### config.mk
export PLATFORM = sky130hd
export DESIGN_NAME = fsc_ctrl
export DESIGN_NICKNAME = d
export VERILOG_FILES = /design/src/rtl/fsc_pkg.sv /design/src/rtl/fsc_cell_ctrl.sv /design/src/rtl/fsc_ctrl.sv
export SDC_FILE = /design/constraint.sdc
export NUM_CORES = 1
export LEC_CHECK = 0
export BUFFER_PORTS_ARGS = -buffer_cell sky130_fd_sc_hd__buf_2
export CORE_MARGIN = 10
export CORE_UTILIZATION = 34
export DETAILED_ROUTE_END_ITERATION = 8
export SYNTH_ARGS = -nofsm -noshare
export SYNTH_HDL_FRONTEND = slang
export SYNTH_SLANG_ARGS = --single-unit
### constraint.sdc
create_clock -name clk -period 2.68 [get_ports clk]
set_clock_uncertainty 0.05 [all_clocks]
set_input_delay 0.536 -clock clk [delete_from_list [all_inputs] [get_ports clk]]
set_output_delay 0.536 -clock clk [all_outputs]
set_load 0.02 [all_outputs]
### src/rtl/fsc_pkg.sv
// package: constants for the fractional synthesizer control block
package fsc_pkg;

   // ----------------------------------------------------------------
   // serial word layout
   // ----------------------------------------------------------------
   localparam int WORD_W      = 32;
   localparam int CTL_W       = 3;
   localparam logic [2:0] CTL_INTFRAC = 3'h0;
   localparam logic [2:0] CTL_LSBFRAC = 3'h1;
   localparam logic [2:0] CTL_RDIV    = 3'h2;
   localparam logic [2:0] CTL_FUNC    = 3'h3;
   localparam logic [2:0] CTL_TEST    = 3'h4;

   // integer / high fraction register
   localparam int MUX_LSB     = 27;
   localparam int MUX_W       = 4;
   localparam int INT_LSB     = 15;
   localparam int INT_W       = 12;
   localparam int FHI_LSB     = 3;
   localparam int FHI_W       = 12;
   localparam logic [3:0] MUX_FASTLOCK = 4'hC;

   // low fraction register
   localparam int FLO_LSB     = 15;
   localparam int FLO_W       = 13;
   localparam int FRACTION_WORD_W      = 25;

   // reference divider register
   localparam int CSR_BIT     = 28;
   localparam int CP_LSB      = 24;
   localparam int CP_W        = 4;
   localparam int RDIV2_BIT   = 21;
   localparam int DBL_BIT     = 20;
   localparam int RCNT_LSB    = 15;
   localparam int RCNT_W      = 5;

   // function register
   localparam int POL_BIT     = 6;

   // test register
   localparam int MODE_LSB    = 19;
   localparam int MODE_W      = 2;
   localparam int TMR_LSB     = 7;
   localparam int TMR_W       = 12;
   localparam logic [1:0] MODE_FASTLOCK = 2'h1;

   // ----------------------------------------------------------------
   // slip reduction and fastlock
   // ----------------------------------------------------------------
   localparam int CELL_W      = 3;
   localparam logic [2:0] CELL_MAX = 3'h7;
   localparam int CP_GAIN_SH  = 4;   // x16 in wide bandwidth
   localparam int CPO_W       = CP_W + CP_GAIN_SH + 1;

   typedef enum logic [1:0] {
      FL_IDLE = 2'b00,
      FL_ARM  = 2'b01,
      FL_WIDE = 2'b11
   } fsc_fl_e;

endpackage : fsc_pkg

### src/rtl/fsc_cell_ctrl.sv
// slip reduction extra charge pump cell stepper
`timescale 1ns/1ps
module fsc_cell_ctrl
   import fsc_pkg::*;
#(
   parameter int CELLS = 7
)
(
   // clock and reset
   input  wire logic              clk,
   input  wire logic              rstn,
   // control
   input  wire logic              enable,
   input  wire logic              cmp_tick,
   input  wire logic              slip_near,
   input  wire logic              slip_up,
   input  wire logic              passed_target,
   // state
   output logic [CELL_W-1:0]      cells_q,
   output logic                   dir_up_q
);

   // the pump has no more than seven extra cells to switch
   if (CELLS < 1 || CELLS > int'(CELL_MAX))
   begin : g_bad_cells
      $error("CELLS must be 1..7");
   end

   logic          down_q;
   logic [CELL_W-1:0] cells_d;
   wire  logic    at_max = (cells_q == CELL_W'(CELLS));
   wire  logic    step_up   = enable && cmp_tick && slip_near && !down_q && !at_max;
   wire  logic    step_down = cmp_tick && (down_q || !enable) && (cells_q != '0);

   // step up on each near-slip, step down one by one after overshoot
   always_comb
   begin
      cells_d = cells_q;
      if (step_up)        cells_d = cells_q + CELL_W'(1);
      else if (step_down) cells_d = cells_q - CELL_W'(1);
   end

   always_ff @(posedge clk or negedge rstn)
   begin
      if (!rstn)
      begin
         cells_q  <= '0;
         dir_up_q <= 1'b0;
         down_q   <= 1'b0;
      end
      else
      begin
         cells_q <= cells_d;
         if (step_up && cells_q == '0) dir_up_q <= slip_up;
         if (enable && passed_target && cells_q != '0) down_q <= 1'b1;
         else if (cells_q == '0) down_q <= 1'b0;
      end
   end

   property p_cell_max;
      @(posedge clk) disable iff (!rstn) cells_q <= CELL_W'(CELLS);
   endproperty
   a_cell_max: assert property (p_cell_max) else $error("too many cells");

   property p_cell_down;
      @(posedge clk) disable iff (!rstn)
      (down_q && cmp_tick && cells_q != '0) |=> (cells_q == $past(cells_q) - CELL_W'(1));
   endproperty
   a_cell_down: assert property (p_cell_down) else $error("cell not released");

endmodule : fsc_cell_ctrl

### src/rtl/fsc_ctrl.sv
// fractional synthesizer register decode, slip reduction and fastlock timer
`timescale 1ns/1ps
// Functional notes
// - output equals rate times int plus fraction
// - rate from doubler, r count, half stage
// - fraction is high shifted thirteen plus low
// - near slip switches on one extra cell
// - further slips add cells, seven at most
// - after overshoot cells drop one by one
// - slip reduction only with enable bit set
// - fastlock mode takes timer from divider field
// - wide bandwidth lasts timer comparison cycles
// - wide bandwidth raises pump current sixteenfold
// - fastlock mux select grounds mux output pin during wide bandwidth
// - low three bits select destination register
module fsc_ctrl
   import fsc_pkg::*;
#(
   parameter int CELLS = 7
)
(
   // clock and reset
   input  wire logic                 clk,
   input  wire logic                 rstn,
   // latched serial word
   input  wire logic [WORD_W-1:0]    wr_data,
   input  wire logic                 wr_strobe,
   // loop events, one clk each, tick once per comparison cycle
   input  wire logic                 cmp_tick,
   input  wire logic                 slip_near,
   input  wire logic                 slip_up,
   input  wire logic                 passed_target,
   // divider settings
   output logic [INT_W-1:0]          int_value_q,
   output logic [FRACTION_WORD_W-1:0]         fraction_word_q,
   output logic                      ref_double_q,
   output logic [RCNT_W-1:0]         r_count_q,
   output logic                      ref_half_q,
   output logic                      polarity_pos_q,
   // charge pump
   output logic [CPO_W-1:0]          cp_current_q,
   output logic                      wide_bw_q,
   output logic                      cycle_slip_reduce_en_q,
   output logic [CELL_W-1:0]         extra_cells_q,
   output logic                      extra_dir_up_q,
   // mux pin, open drain to ground
   output logic [MUX_W-1:0]          mux_sel_q,
   output logic                      mux_output_pin_o_q,
   output logic                      mux_output_pin_oe_q
);

   // ----------------------------------------------------------------
   // register decode
   // ----------------------------------------------------------------
   wire logic [CTL_W-1:0] ctl = wr_data[CTL_W-1:0];
   wire logic wr_int  = wr_strobe && (ctl == CTL_INTFRAC);
   wire logic wr_lsb  = wr_strobe && (ctl == CTL_LSBFRAC);
   wire logic wr_rdiv = wr_strobe && (ctl == CTL_RDIV);
   wire logic wr_func = wr_strobe && (ctl == CTL_FUNC);
   wire logic wr_test = wr_strobe && (ctl == CTL_TEST);

   logic [FHI_W-1:0]  fraction_word_hi_q;
   logic [FLO_W-1:0]  fraction_word_lo_q;
   logic [CP_W-1:0]   cp_set_q;
   logic [MODE_W-1:0] clk_mode_q;
   logic [TMR_W-1:0]  timer_val_q;
   logic [TMR_W-1:0]  fl_cnt_q;
   fsc_fl_e           fl_q;

   // int * 2^25 + fraction_word gives N * 2^25; rate = ref*(1+D)/(R*(1+T))
   wire logic [FRACTION_WORD_W-1:0] fraction_word_d = {fraction_word_hi_q, fraction_word_lo_q};
   wire logic fl_mode = (clk_mode_q == MODE_FASTLOCK);
   wire logic fl_pin  = fl_mode && (mux_sel_q == MUX_FASTLOCK) && (fl_q == FL_WIDE);
   wire logic [CPO_W-1:0] cp_base = CPO_W'(cp_set_q) + CPO_W'(1);
   wire logic [CPO_W-1:0] cp_d = (fl_q == FL_WIDE) ? CPO_W'(cp_base << CP_GAIN_SH)
                                                    : cp_base;

   always_ff @(posedge clk or negedge rstn)
   begin
      if (!rstn)
      begin
         int_value_q    <= '0;
         fraction_word_hi_q      <= '0;
         fraction_word_lo_q      <= '0;
         mux_sel_q      <= '0;
         cp_set_q       <= '0;
         ref_double_q   <= 1'b0;
         ref_half_q     <= 1'b0;
         r_count_q      <= '0;
         cycle_slip_reduce_en_q <= 1'b0;
         polarity_pos_q <= 1'b0;
         clk_mode_q     <= '0;
         timer_val_q    <= '0;
      end
      else
      begin
         if (wr_int)
         begin
            mux_sel_q   <= wr_data[MUX_LSB +: MUX_W];
            int_value_q <= wr_data[INT_LSB +: INT_W];
            fraction_word_hi_q   <= wr_data[FHI_LSB +: FHI_W];
         end
         if (wr_lsb) fraction_word_lo_q <= wr_data[FLO_LSB +: FLO_W];
         if (wr_rdiv)
         begin
            cycle_slip_reduce_en_q <= wr_data[CSR_BIT];
            cp_set_q     <= wr_data[CP_LSB +: CP_W];
            ref_half_q   <= wr_data[RDIV2_BIT];
            ref_double_q <= wr_data[DBL_BIT];
            r_count_q    <= wr_data[RCNT_LSB +: RCNT_W];
         end
         if (wr_func) polarity_pos_q <= wr_data[POL_BIT];
         if (wr_test)
         begin
            clk_mode_q  <= wr_data[MODE_LSB +: MODE_W];
            timer_val_q <= wr_data[TMR_LSB +: TMR_W];
         end
      end
   end

   // ----------------------------------------------------------------
   // fastlock timer
   // ----------------------------------------------------------------
   // a new int write in fastlock mode restarts the window, so a retune always gets its full time
   always_ff @(posedge clk or negedge rstn)
   begin
      if (!rstn)
      begin
         fl_q     <= FL_IDLE;
         fl_cnt_q <= '0;
      end
      else if (wr_int && fl_mode)
      begin
         fl_q     <= FL_ARM;
         fl_cnt_q <= timer_val_q;
      end
      else
      begin
         unique case (fl_q)
            FL_IDLE: fl_q <= FL_IDLE;
            FL_ARM:
               if (cmp_tick)
                  fl_q <= (fl_cnt_q == '0) ? FL_IDLE : FL_WIDE;
            FL_WIDE:
               if (cmp_tick)
               begin
                  if (fl_cnt_q <= TMR_W'(1)) fl_q <= FL_IDLE;
                  fl_cnt_q <= fl_cnt_q - TMR_W'(1);
               end
            default: fl_q <= FL_IDLE;
         endcase
      end
   end

   // ----------------------------------------------------------------
   // outputs
   // ----------------------------------------------------------------
   always_ff @(posedge clk or negedge rstn)
   begin
      if (!rstn)
      begin
         fraction_word_q     <= '0;
         cp_current_q        <= '0;
         wide_bw_q           <= 1'b0;
         mux_output_pin_o_q  <= 1'b0;
         mux_output_pin_oe_q <= 1'b0;
      end
      else
      begin
         fraction_word_q     <= fraction_word_d;
         cp_current_q        <= cp_d;
         wide_bw_q           <= (fl_q == FL_WIDE);
         mux_output_pin_o_q  <= 1'b0;
         mux_output_pin_oe_q <= fl_pin;
      end
   end

   // ----------------------------------------------------------------
   // slip reduction cells
   // ----------------------------------------------------------------
   fsc_cell_ctrl #(.CELLS(CELLS)) u_cells (
      .clk           (clk),
      .rstn          (rstn),
      .enable        (cycle_slip_reduce_en_q),
      .cmp_tick      (cmp_tick),
      .slip_near     (slip_near),
      .slip_up       (slip_up),
      .passed_target (passed_target),
      .cells_q       (extra_cells_q),
      .dir_up_q      (extra_dir_up_q)
   );

   // ----------------------------------------------------------------
   // checks
   // ----------------------------------------------------------------
   property p_decode_rdiv;
      @(posedge clk) disable iff (!rstn)
      (wr_strobe && wr_data[CTL_W-1:0] == CTL_RDIV) |=>
         (cycle_slip_reduce_en_q == $past(wr_data[CSR_BIT]));
   endproperty
   a_decode_rdiv: assert property (p_decode_rdiv) else $error("csr bit not taken");

   property p_fraction_word_join;
      @(posedge clk) disable iff (!rstn)
      (wr_strobe && wr_data[CTL_W-1:0] == CTL_LSBFRAC) |=> ##1
         (fraction_word_q[FLO_W-1:0] == $past(wr_data[FLO_LSB +: FLO_W], 2));
   endproperty
   a_fraction_word_join: assert property (p_fraction_word_join) else $error("fraction low wrong");

   property p_no_cells_off;
      @(posedge clk) disable iff (!rstn)
      (!cycle_slip_reduce_en_q && extra_cells_q == '0) |=> (extra_cells_q == '0);
   endproperty
   a_no_cells_off: assert property (p_no_cells_off) else $error("cell while disabled");

   property p_wide_gain;
      @(posedge clk) disable iff (!rstn)
      (fl_q == FL_WIDE && !wr_rdiv) |=>
         (cp_current_q == CPO_W'((CPO_W'(cp_set_q) + CPO_W'(1)) << CP_GAIN_SH));
   endproperty
   a_wide_gain: assert property (p_wide_gain) else $error("wide current wrong");

   property p_arm;
      @(posedge clk) disable iff (!rstn)
      (wr_int && fl_mode) |=> (fl_q == FL_ARM);
   endproperty
   a_arm: assert property (p_arm) else $error("fastlock not armed");

   property p_expire;
      @(posedge clk) disable iff (!rstn)
      (fl_q == FL_WIDE && cmp_tick && fl_cnt_q == TMR_W'(1) && !wr_int) |=>
         (fl_q == FL_IDLE) ##1 (!wide_bw_q && !mux_output_pin_oe_q);
   endproperty
   a_expire: assert property (p_expire) else $error("fastlock did not end");

   property p_count;
      @(posedge clk) disable iff (!rstn)
      (fl_q == FL_WIDE && cmp_tick && !wr_int) |=> (fl_cnt_q == $past(fl_cnt_q) - TMR_W'(1));
   endproperty
   a_count: assert property (p_count) else $error("timer not counting");

   property p_pin;
      @(posedge clk) disable iff (!rstn)
      mux_output_pin_oe_q |-> !mux_output_pin_o_q && $past(mux_sel_q) == MUX_FASTLOCK;
   endproperty
   a_pin: assert property (p_pin) else $error("pin grounded wrongly");

endmodule : fsc_ctrl

## Word level (Yosys, flattened, before mapping)

Cells that the tools add are included.

| storage, ports and cells | value |
|---|---|
| register bits | 123 |
| input port bits | 39 |
| word-level logic and storage cells | 83 |

| operators by class | value |
|---|---|
| add/subtract/negate cells | 4 |
| $lt $le $gt $ge | 1 |
| equality and inequality tests | 12 |
| mux-type cells | 14 |
| reduce and logical (&&, ||, !) cells | 31 |

Operators with widths:

| operator | number |
|---|---|
| 2-to-1 mux 12 bit | 3 |
| logical AND 1 bit | 17 |
| <= comparator 12 x 1 -> 1 bit (second input constant) | 1 |
| logical NOT 12 bit | 1 |
| subtractor 12 x 1 -> 12 bit (second input constant) | 1 |
| 2-to-1 mux 2 bit | 5 |
| 2-to-1 mux 9 bit | 1 |
| nonzero test 2 bit | 4 |
| == test 3 x 2 -> 1 bit (second input constant) | 2 |
| == test 3 bit (second input constant) | 2 |
| logical NOT 3 bit | 2 |
| 2-to-1 mux 3 bit | 2 |
| adder 4 x 1 -> 5 bit (second input constant) | 1 |
| == test 2 x 1 -> 1 bit (second input constant) | 2 |
| == test 4 bit (second input constant) | 1 |
| one-hot mux 2 bit (2 select lines) | 1 |
| adder 3 x 1 -> 3 bit (second input constant) | 1 |
| == test 3 x 1 -> 1 bit (second input constant) | 1 |
| logical NOT 1 bit | 3 |
| != test 3 x 1 -> 1 bit (second input constant) | 1 |
| != test 3 x 2 -> 1 bit (second input constant) | 1 |
| != test 3 bit (second input constant) | 1 |
| AND reduction 3 bit | 1 |
| nonzero test 3 bit | 1 |
| 5 further kinds | 6 |

## Depth between registers and ports, before layout

| logic depth | value |
|---|---|
| word-level depth | 6 |
| depth in mapped cells | 9 |
| mapped depth without buffers | 7 |

## Hierarchy

A second synthesis with hierarchy kept.

| unflattened totals | value |
|---|---|
| cell total of the unflattened synthesis | 330 |
| area total of the unflattened synthesis | 4753.3 um2 |

Modules (own cells, without submodules):

| module | instances | cells each | area an instance (um2) | sequential area each (um2) |
|---|---|---|---|---|
| fsc_ctrl | 1 | 296 | 4418.0 | 2952.8 |
| fsc_cell_ctrl | 1 | 34 | 335.3 | 125.1 |

## Worst setup path before layout

OpenSTA, ideal clock, no wires.

| path | value |
|---|---|
| path type | input to register |
| start point | input cmp_tick |
| end point | register u_cells.cells_q[1] |
| setup time | 123 ps |
| arrival time | 2074 ps |
| data required time | 2507 ps |
| path slack | 433 ps |
| stages on the path | 7 |
| cell sequence | clkbuf_1 > and4b_1 > clkbuf_1 > nand2_1 > fa_1 > a21boi_0 > o221a_2 |

| on the way | value |
|---|---|
| longest elaborated chain between the ends | 5 |
| elaborated cells on any way between the ends | 8 |
| classes of those cells | mux: 1; reduce/logical: 7 |

Ends and longest elaborated chain:

| element | RTL line | source |
|---|---|---|
| start, declared | fsc_ctrl.sv:29 | `input wire logic cmp_tick,` |
| logical AND 1 bit (4 in a row) | fsc_cell_ctrl.sv:32 | `wire logic step_up = enable && cmp_tick && slip_near && !down_q && !at_max;` |
| 2-to-1 mux 3 bit | fsc_cell_ctrl.sv:39 | `if (step_up) cells_d = cells_q + CELL_W'(1);` |
| net u_cells.cells_d[1] | fsc_cell_ctrl.sv:30 | `logic [CELL_W-1:0] cells_d;` |
| end signal, assigned | fsc_cell_ctrl.sv:53 | `cells_q <= cells_d;` |
| end signal, assigned | fsc_cell_ctrl.sv:61 | `@(posedge clk) disable iff (!rstn) cells_q <= CELL_W'(CELLS);` |
| end, declared | fsc_cell_ctrl.sv:19 | `output logic [CELL_W-1:0] cells_q,` |

The timed path passes the listed nets, and every way through them passes these cells.
A chain may end at the register's enable or synchronous reset.

## Worst setup path after layout

| path | value |
|---|---|
| start point | register fl_cnt_q[6] |
| end point | register fl_cnt_q[11] |

| on the way | value |
|---|---|
| longest elaborated chain between the ends | 4 |

Ends and longest elaborated chain:

| element | RTL line | source |
|---|---|---|
| start, declared | fsc_ctrl.sv:67 | `logic [TMR_W-1:0] fl_cnt_q;` |
| start signal, assigned | fsc_ctrl.sv:135 | `fl_cnt_q <= timer_val_q;` |
| start signal, assigned | fsc_ctrl.sv:148 | `fl_cnt_q <= fl_cnt_q - TMR_W'(1);` |
| subtractor 12 x 1 -> 12 bit | fsc_ctrl.sv:148 |  |
| 2-to-1 mux 12 bit | fsc_ctrl.sv:145 | `if (cmp_tick)` |
| 2-to-1 mux 12 bit | fsc_ctrl.sv:139 | `unique case (fl_q)` |
| 2-to-1 mux 12 bit | fsc_ctrl.sv:132 | `else if (wr_int && fl_mode)` |

No other way between the ends. The select of a mux whose other input is x is not followed.

==> summary.txt <==
Finish
  • Layout cells sized above 1: a little under half
  • # nets final: 501
  • Ant diodes: 0
  • Layout area overhead: 28.2%
  • Final Cell Area: just over 0.006 mm^2

Power
  • Peak supply drop: ~0.44 mV
  • Leakage: around 2.8 nW
  • Pwr dens: between 1000 and 1500 mW/mm^2
  • Clock share of power: between 30 and 40%
  • Switching Share: 30.8%
  • Switch Pwr: between 0.0015 and 0.002 W
  • Comb pwr share: 22.9%
  • Internal power: ~0.0043 W
  • Flop pwr share: 42.6%

Routing
  • DRC Markers: 0
  • Final antenna-violating net count: 0
  • Initial DRC Count: 82
  • Routed Wire Length: 10400 um
  • Post-DR vias/cell: 4.70
  • DR WL/cell: ~16 um
  • Vias: roughly 3100
  • First-pass DRT Iterations: 4

Worst setup path
  • Critical path fanouts, max: 6
  • Slowest stage cell, crit path: or4_4
  • Cell Chain, Critical Path: or4_4 -> or4_4 -> or4b_1 -> nand3_1
  • Crit path buf inv count: 0
  • Worst R2R Setup Slack: around 0.55 ns
  • CP top delay family: simple AND/OR/NAND/NOR gates
  • CP Data Required Time: around 3.0 ns
  • Reg2reg start: fl_cnt_q[6]$_DFFE_PN0P_
  • Worst path max stage delay: around 0.58 ns
  • Most Frequent Cell on Critical Path: or4_4
  • Reg2Reg Depth: 4
  • R2r endpoint: fl_cnt_q[11]$_DFFE_PN0P_
  • Startpoint Class: register
  • Critical path type: reg -> reg
  • CP endpoint kind: register
  • Crit path DAT: 2.42 ns

STA
  • FMAX: approximately 470 MHz
  • # setup viols final: 0
  • Unrepaired setup endpoints after global routing: false
  • Tightest Pin Transition: 0.661 ns
  • Crit share post-route: 79.4%
  • Min Tclk post-route: around 2.1 ns
  • Slew margin rel.: 56.0%
  • Final Hold Vio Count: 0
  • Max-slew violations: 0
  • Fin Setup TNS: 0 ns

Synthesis
  • Ys Warns: 0
  • Synth unique cells: 45
  • Leading post-synthesis cells by cell area: dfrtp_1 (65%), mux2_2 (17%), nand2_1 (2.0%)
  • Post-synthesis register bit count: approximately 120
  • Gate Count Post-Synth: approximately 340
  • Synth Flop Type: dfrtp_1
  • Synth top area share: 65.0%
  • Top-count cell post-synth: dfrtp_1
  • Mapped Area: roughly 0.0047 mm^2
  • Syn_area_per_cell: about 14 um^2
  • Number of synthesized flops with an enable pin: 0
  • Sequential share of the synthesized area: around 65%
  • Ys async rst share: between 90% and 100%
  • Mapped Nets: just under 400
  • Commonest cells in the netlist: dfrtp_1 (123), mux2_2 (70), nand2_1 (25)
  • Yosys top cell by area: dfrtp_1

Placement
  • RD Place Congestion: ~0.79
  • PortBufs: ~100
  • Dpl hpwl: 7280 um
  • DP Area: 0.00550 mm^2

Floorplanning
  • Core ar.: approximately 0.014 mm^2
  • Die Ht: roughly 140 um
  • Top Ports: between 100 and 150
  • Die area: about 0.019 mm^2
  • Die Width: ~140 um
  • Cell Rows: 43
  • Starting Density: approximately a third

Clock tree
  • Clock sink total: ~120
  • Num CTS Buffers: 17
  • Post-CTS Setup Repair Bufs: 0
  • Post-CTS sizing: 0
  • TritonCTS clock tree: yes
  • Clk root buf: clkbuf_16
  • CTS max path bufs: 2
  • Clock transition at path regs: 0.05 ns
  • Skew-Pair Late Insertion Delay: between 0.4 and 0.5 ns
  • Hold buffers post-CTS: 0
  • H-tree depth: 4

Worst hold path
  • HP Class: in -> async

Global routing
  • Gr ovfl total: 0
  • Pin count of the biggest net entering global routing: approximately 120
  • Initial antenna violation count: 0
  • Global-route wire length before repair: approximately 18000 um
  • Tot GR Track Use: a little under an eighth
  • Vias in the first global route: between 3000 and 4000

Job
  • Max-Cap Viols: 0

Status
  • Outcome: completed
[worst max path at each step]
stage	start	to	slack [ns]	depth (start not counted)
5_1_grt	fl_cnt_q[6]$_DFFE_PN0P_	fl_cnt_q[11]$_DFFE_PN0P_	0.51	4
2_1_floorplan	cmp_tick	u_cells.cells_q[1]$_DFFE_PN0P_	0.43	7
3_5_place_dp	cmp_tick	u_cells.cells_q[1]$_DFFE_PN0P_	0.43	6
6_report	fl_cnt_q[6]$_DFFE_PN0P_	fl_cnt_q[11]$_DFFE_PN0P_	0.55	4
4_1_cts	fl_cnt_q[6]$_DFFE_PN0P_	fl_cnt_q[11]$_DFFE_PN0P_	0.55	4
3_3_place_gp	wr_data[1]	mux_sel_q[2]$_DFFE_PN0P_	0.46	4
[layout make-up]
class	instances	area, um^2
multi-input combinational	197	1580
timing repair buffer	112	601
fill	1303	7700
tap	180	225
clock inverter	9	88.8
sequential	123	3080
clock buffer	23	478
inverter	6	22.5
[placed cells by master (no fill, tap or decap), types with 6 or more instances in the layout]
| master | netlist | layout |
|---|---|---|
| buf_4 | 1 | 10 |
| nand2_1 | 25 | 25 |
| nand3_1 | 11 | 11 |
| buf_2 | 2 | 101 |
| o21ai_0 | 11 | 11 |
| dfrtp_1 | 123 | 123 |
| mux2_2 | 70 | 70 |
| nor2_1 | 17 | 17 |
| inv_1 | 6 | 6 |
| clkbuf_16 | 0 | 17 |
[sequential cells by signal (all words and copies together), names as in the netlist, 2 cells and up]
| name | cells |
|---|---|
| clk_mode_q | 2 |
| cp_current_q | 9 |
| cp_set_q | 4 |
| fl_cnt_q | 12 |
| fl_q | 2 |
| fraction_word_hi_q | 12 |
| fraction_word_lo_q | 13 |
| fraction_word_q | 25 |
| int_value_q | 12 |
| mux_sel_q | 4 |
| r_count_q | 5 |
| timer_val_q | 12 |
| u_cells.cells_q | 3 |
[routing by layer]
layer  track usage, %  share of wire (%)  up-vias
met5                0                  0        -
met4             4.83                1.3        0
met3             5.00                5.9       12
met2             17.8                 48       79
met1             13.6                 45     1530
li1                 -                  -     1437
[power groups by stage]
stage | Clock (W) | Sequential (W) | Combinational, W
finish | 0.00215 | 0.00266 | 0.00143
global route | 0.00232 | 0.00273 | 0.00159
CTS | 0.00222 | 0.00266 | 0.00146
detailed placement | 0 | 0.00269 | 0.00146
global placement | 0 | 0.00265 | 0.00141
floorplan | 0 | 0.00288 | 0.000736
[per-stage QoR]
stage / total power [W] / instances / setup slack (ns) / hold slack [ns] / utilization, %
after detailed placement: 0.00414 / 618 / 0.426 / 0.307 / 39.9
after global placement: 0.00407 / 618 / 0.463 / 0.306 / 39.9
after floorplan: 0.00361 / 341 / 0.433 / 0.190 / -
after global routing: 0.00664 / 650 / 0.506 / 0.206 / 44.1
after CTS: 0.00634 / 650 / 0.550 / 0.208 / 44.1
final: 0.00623 / 650 / 0.553 / 0.174 / 44.1
[cell families (layout without fill, tap and decap cells)]
logic type / after synthesis / count (layout) / synth area share (%)
buffers and inverters: 21 / 150 / 1.96
XOR/XNOR: 9 / 9 / 1.66
other: 1 / 1 / 0.0792
AND/OR/NAND/NOR: 81 / 81 / 8.77
flip-flops: 123 / 123 / 65.0
multiplexers: 71 / 71 / 16.9
adder cells (fa/ha/maj): 5 / 5 / 1.48
AO/OA/AOI/OAI: 30 / 30 / 4.18
Power figures use the tool's default switching activity.
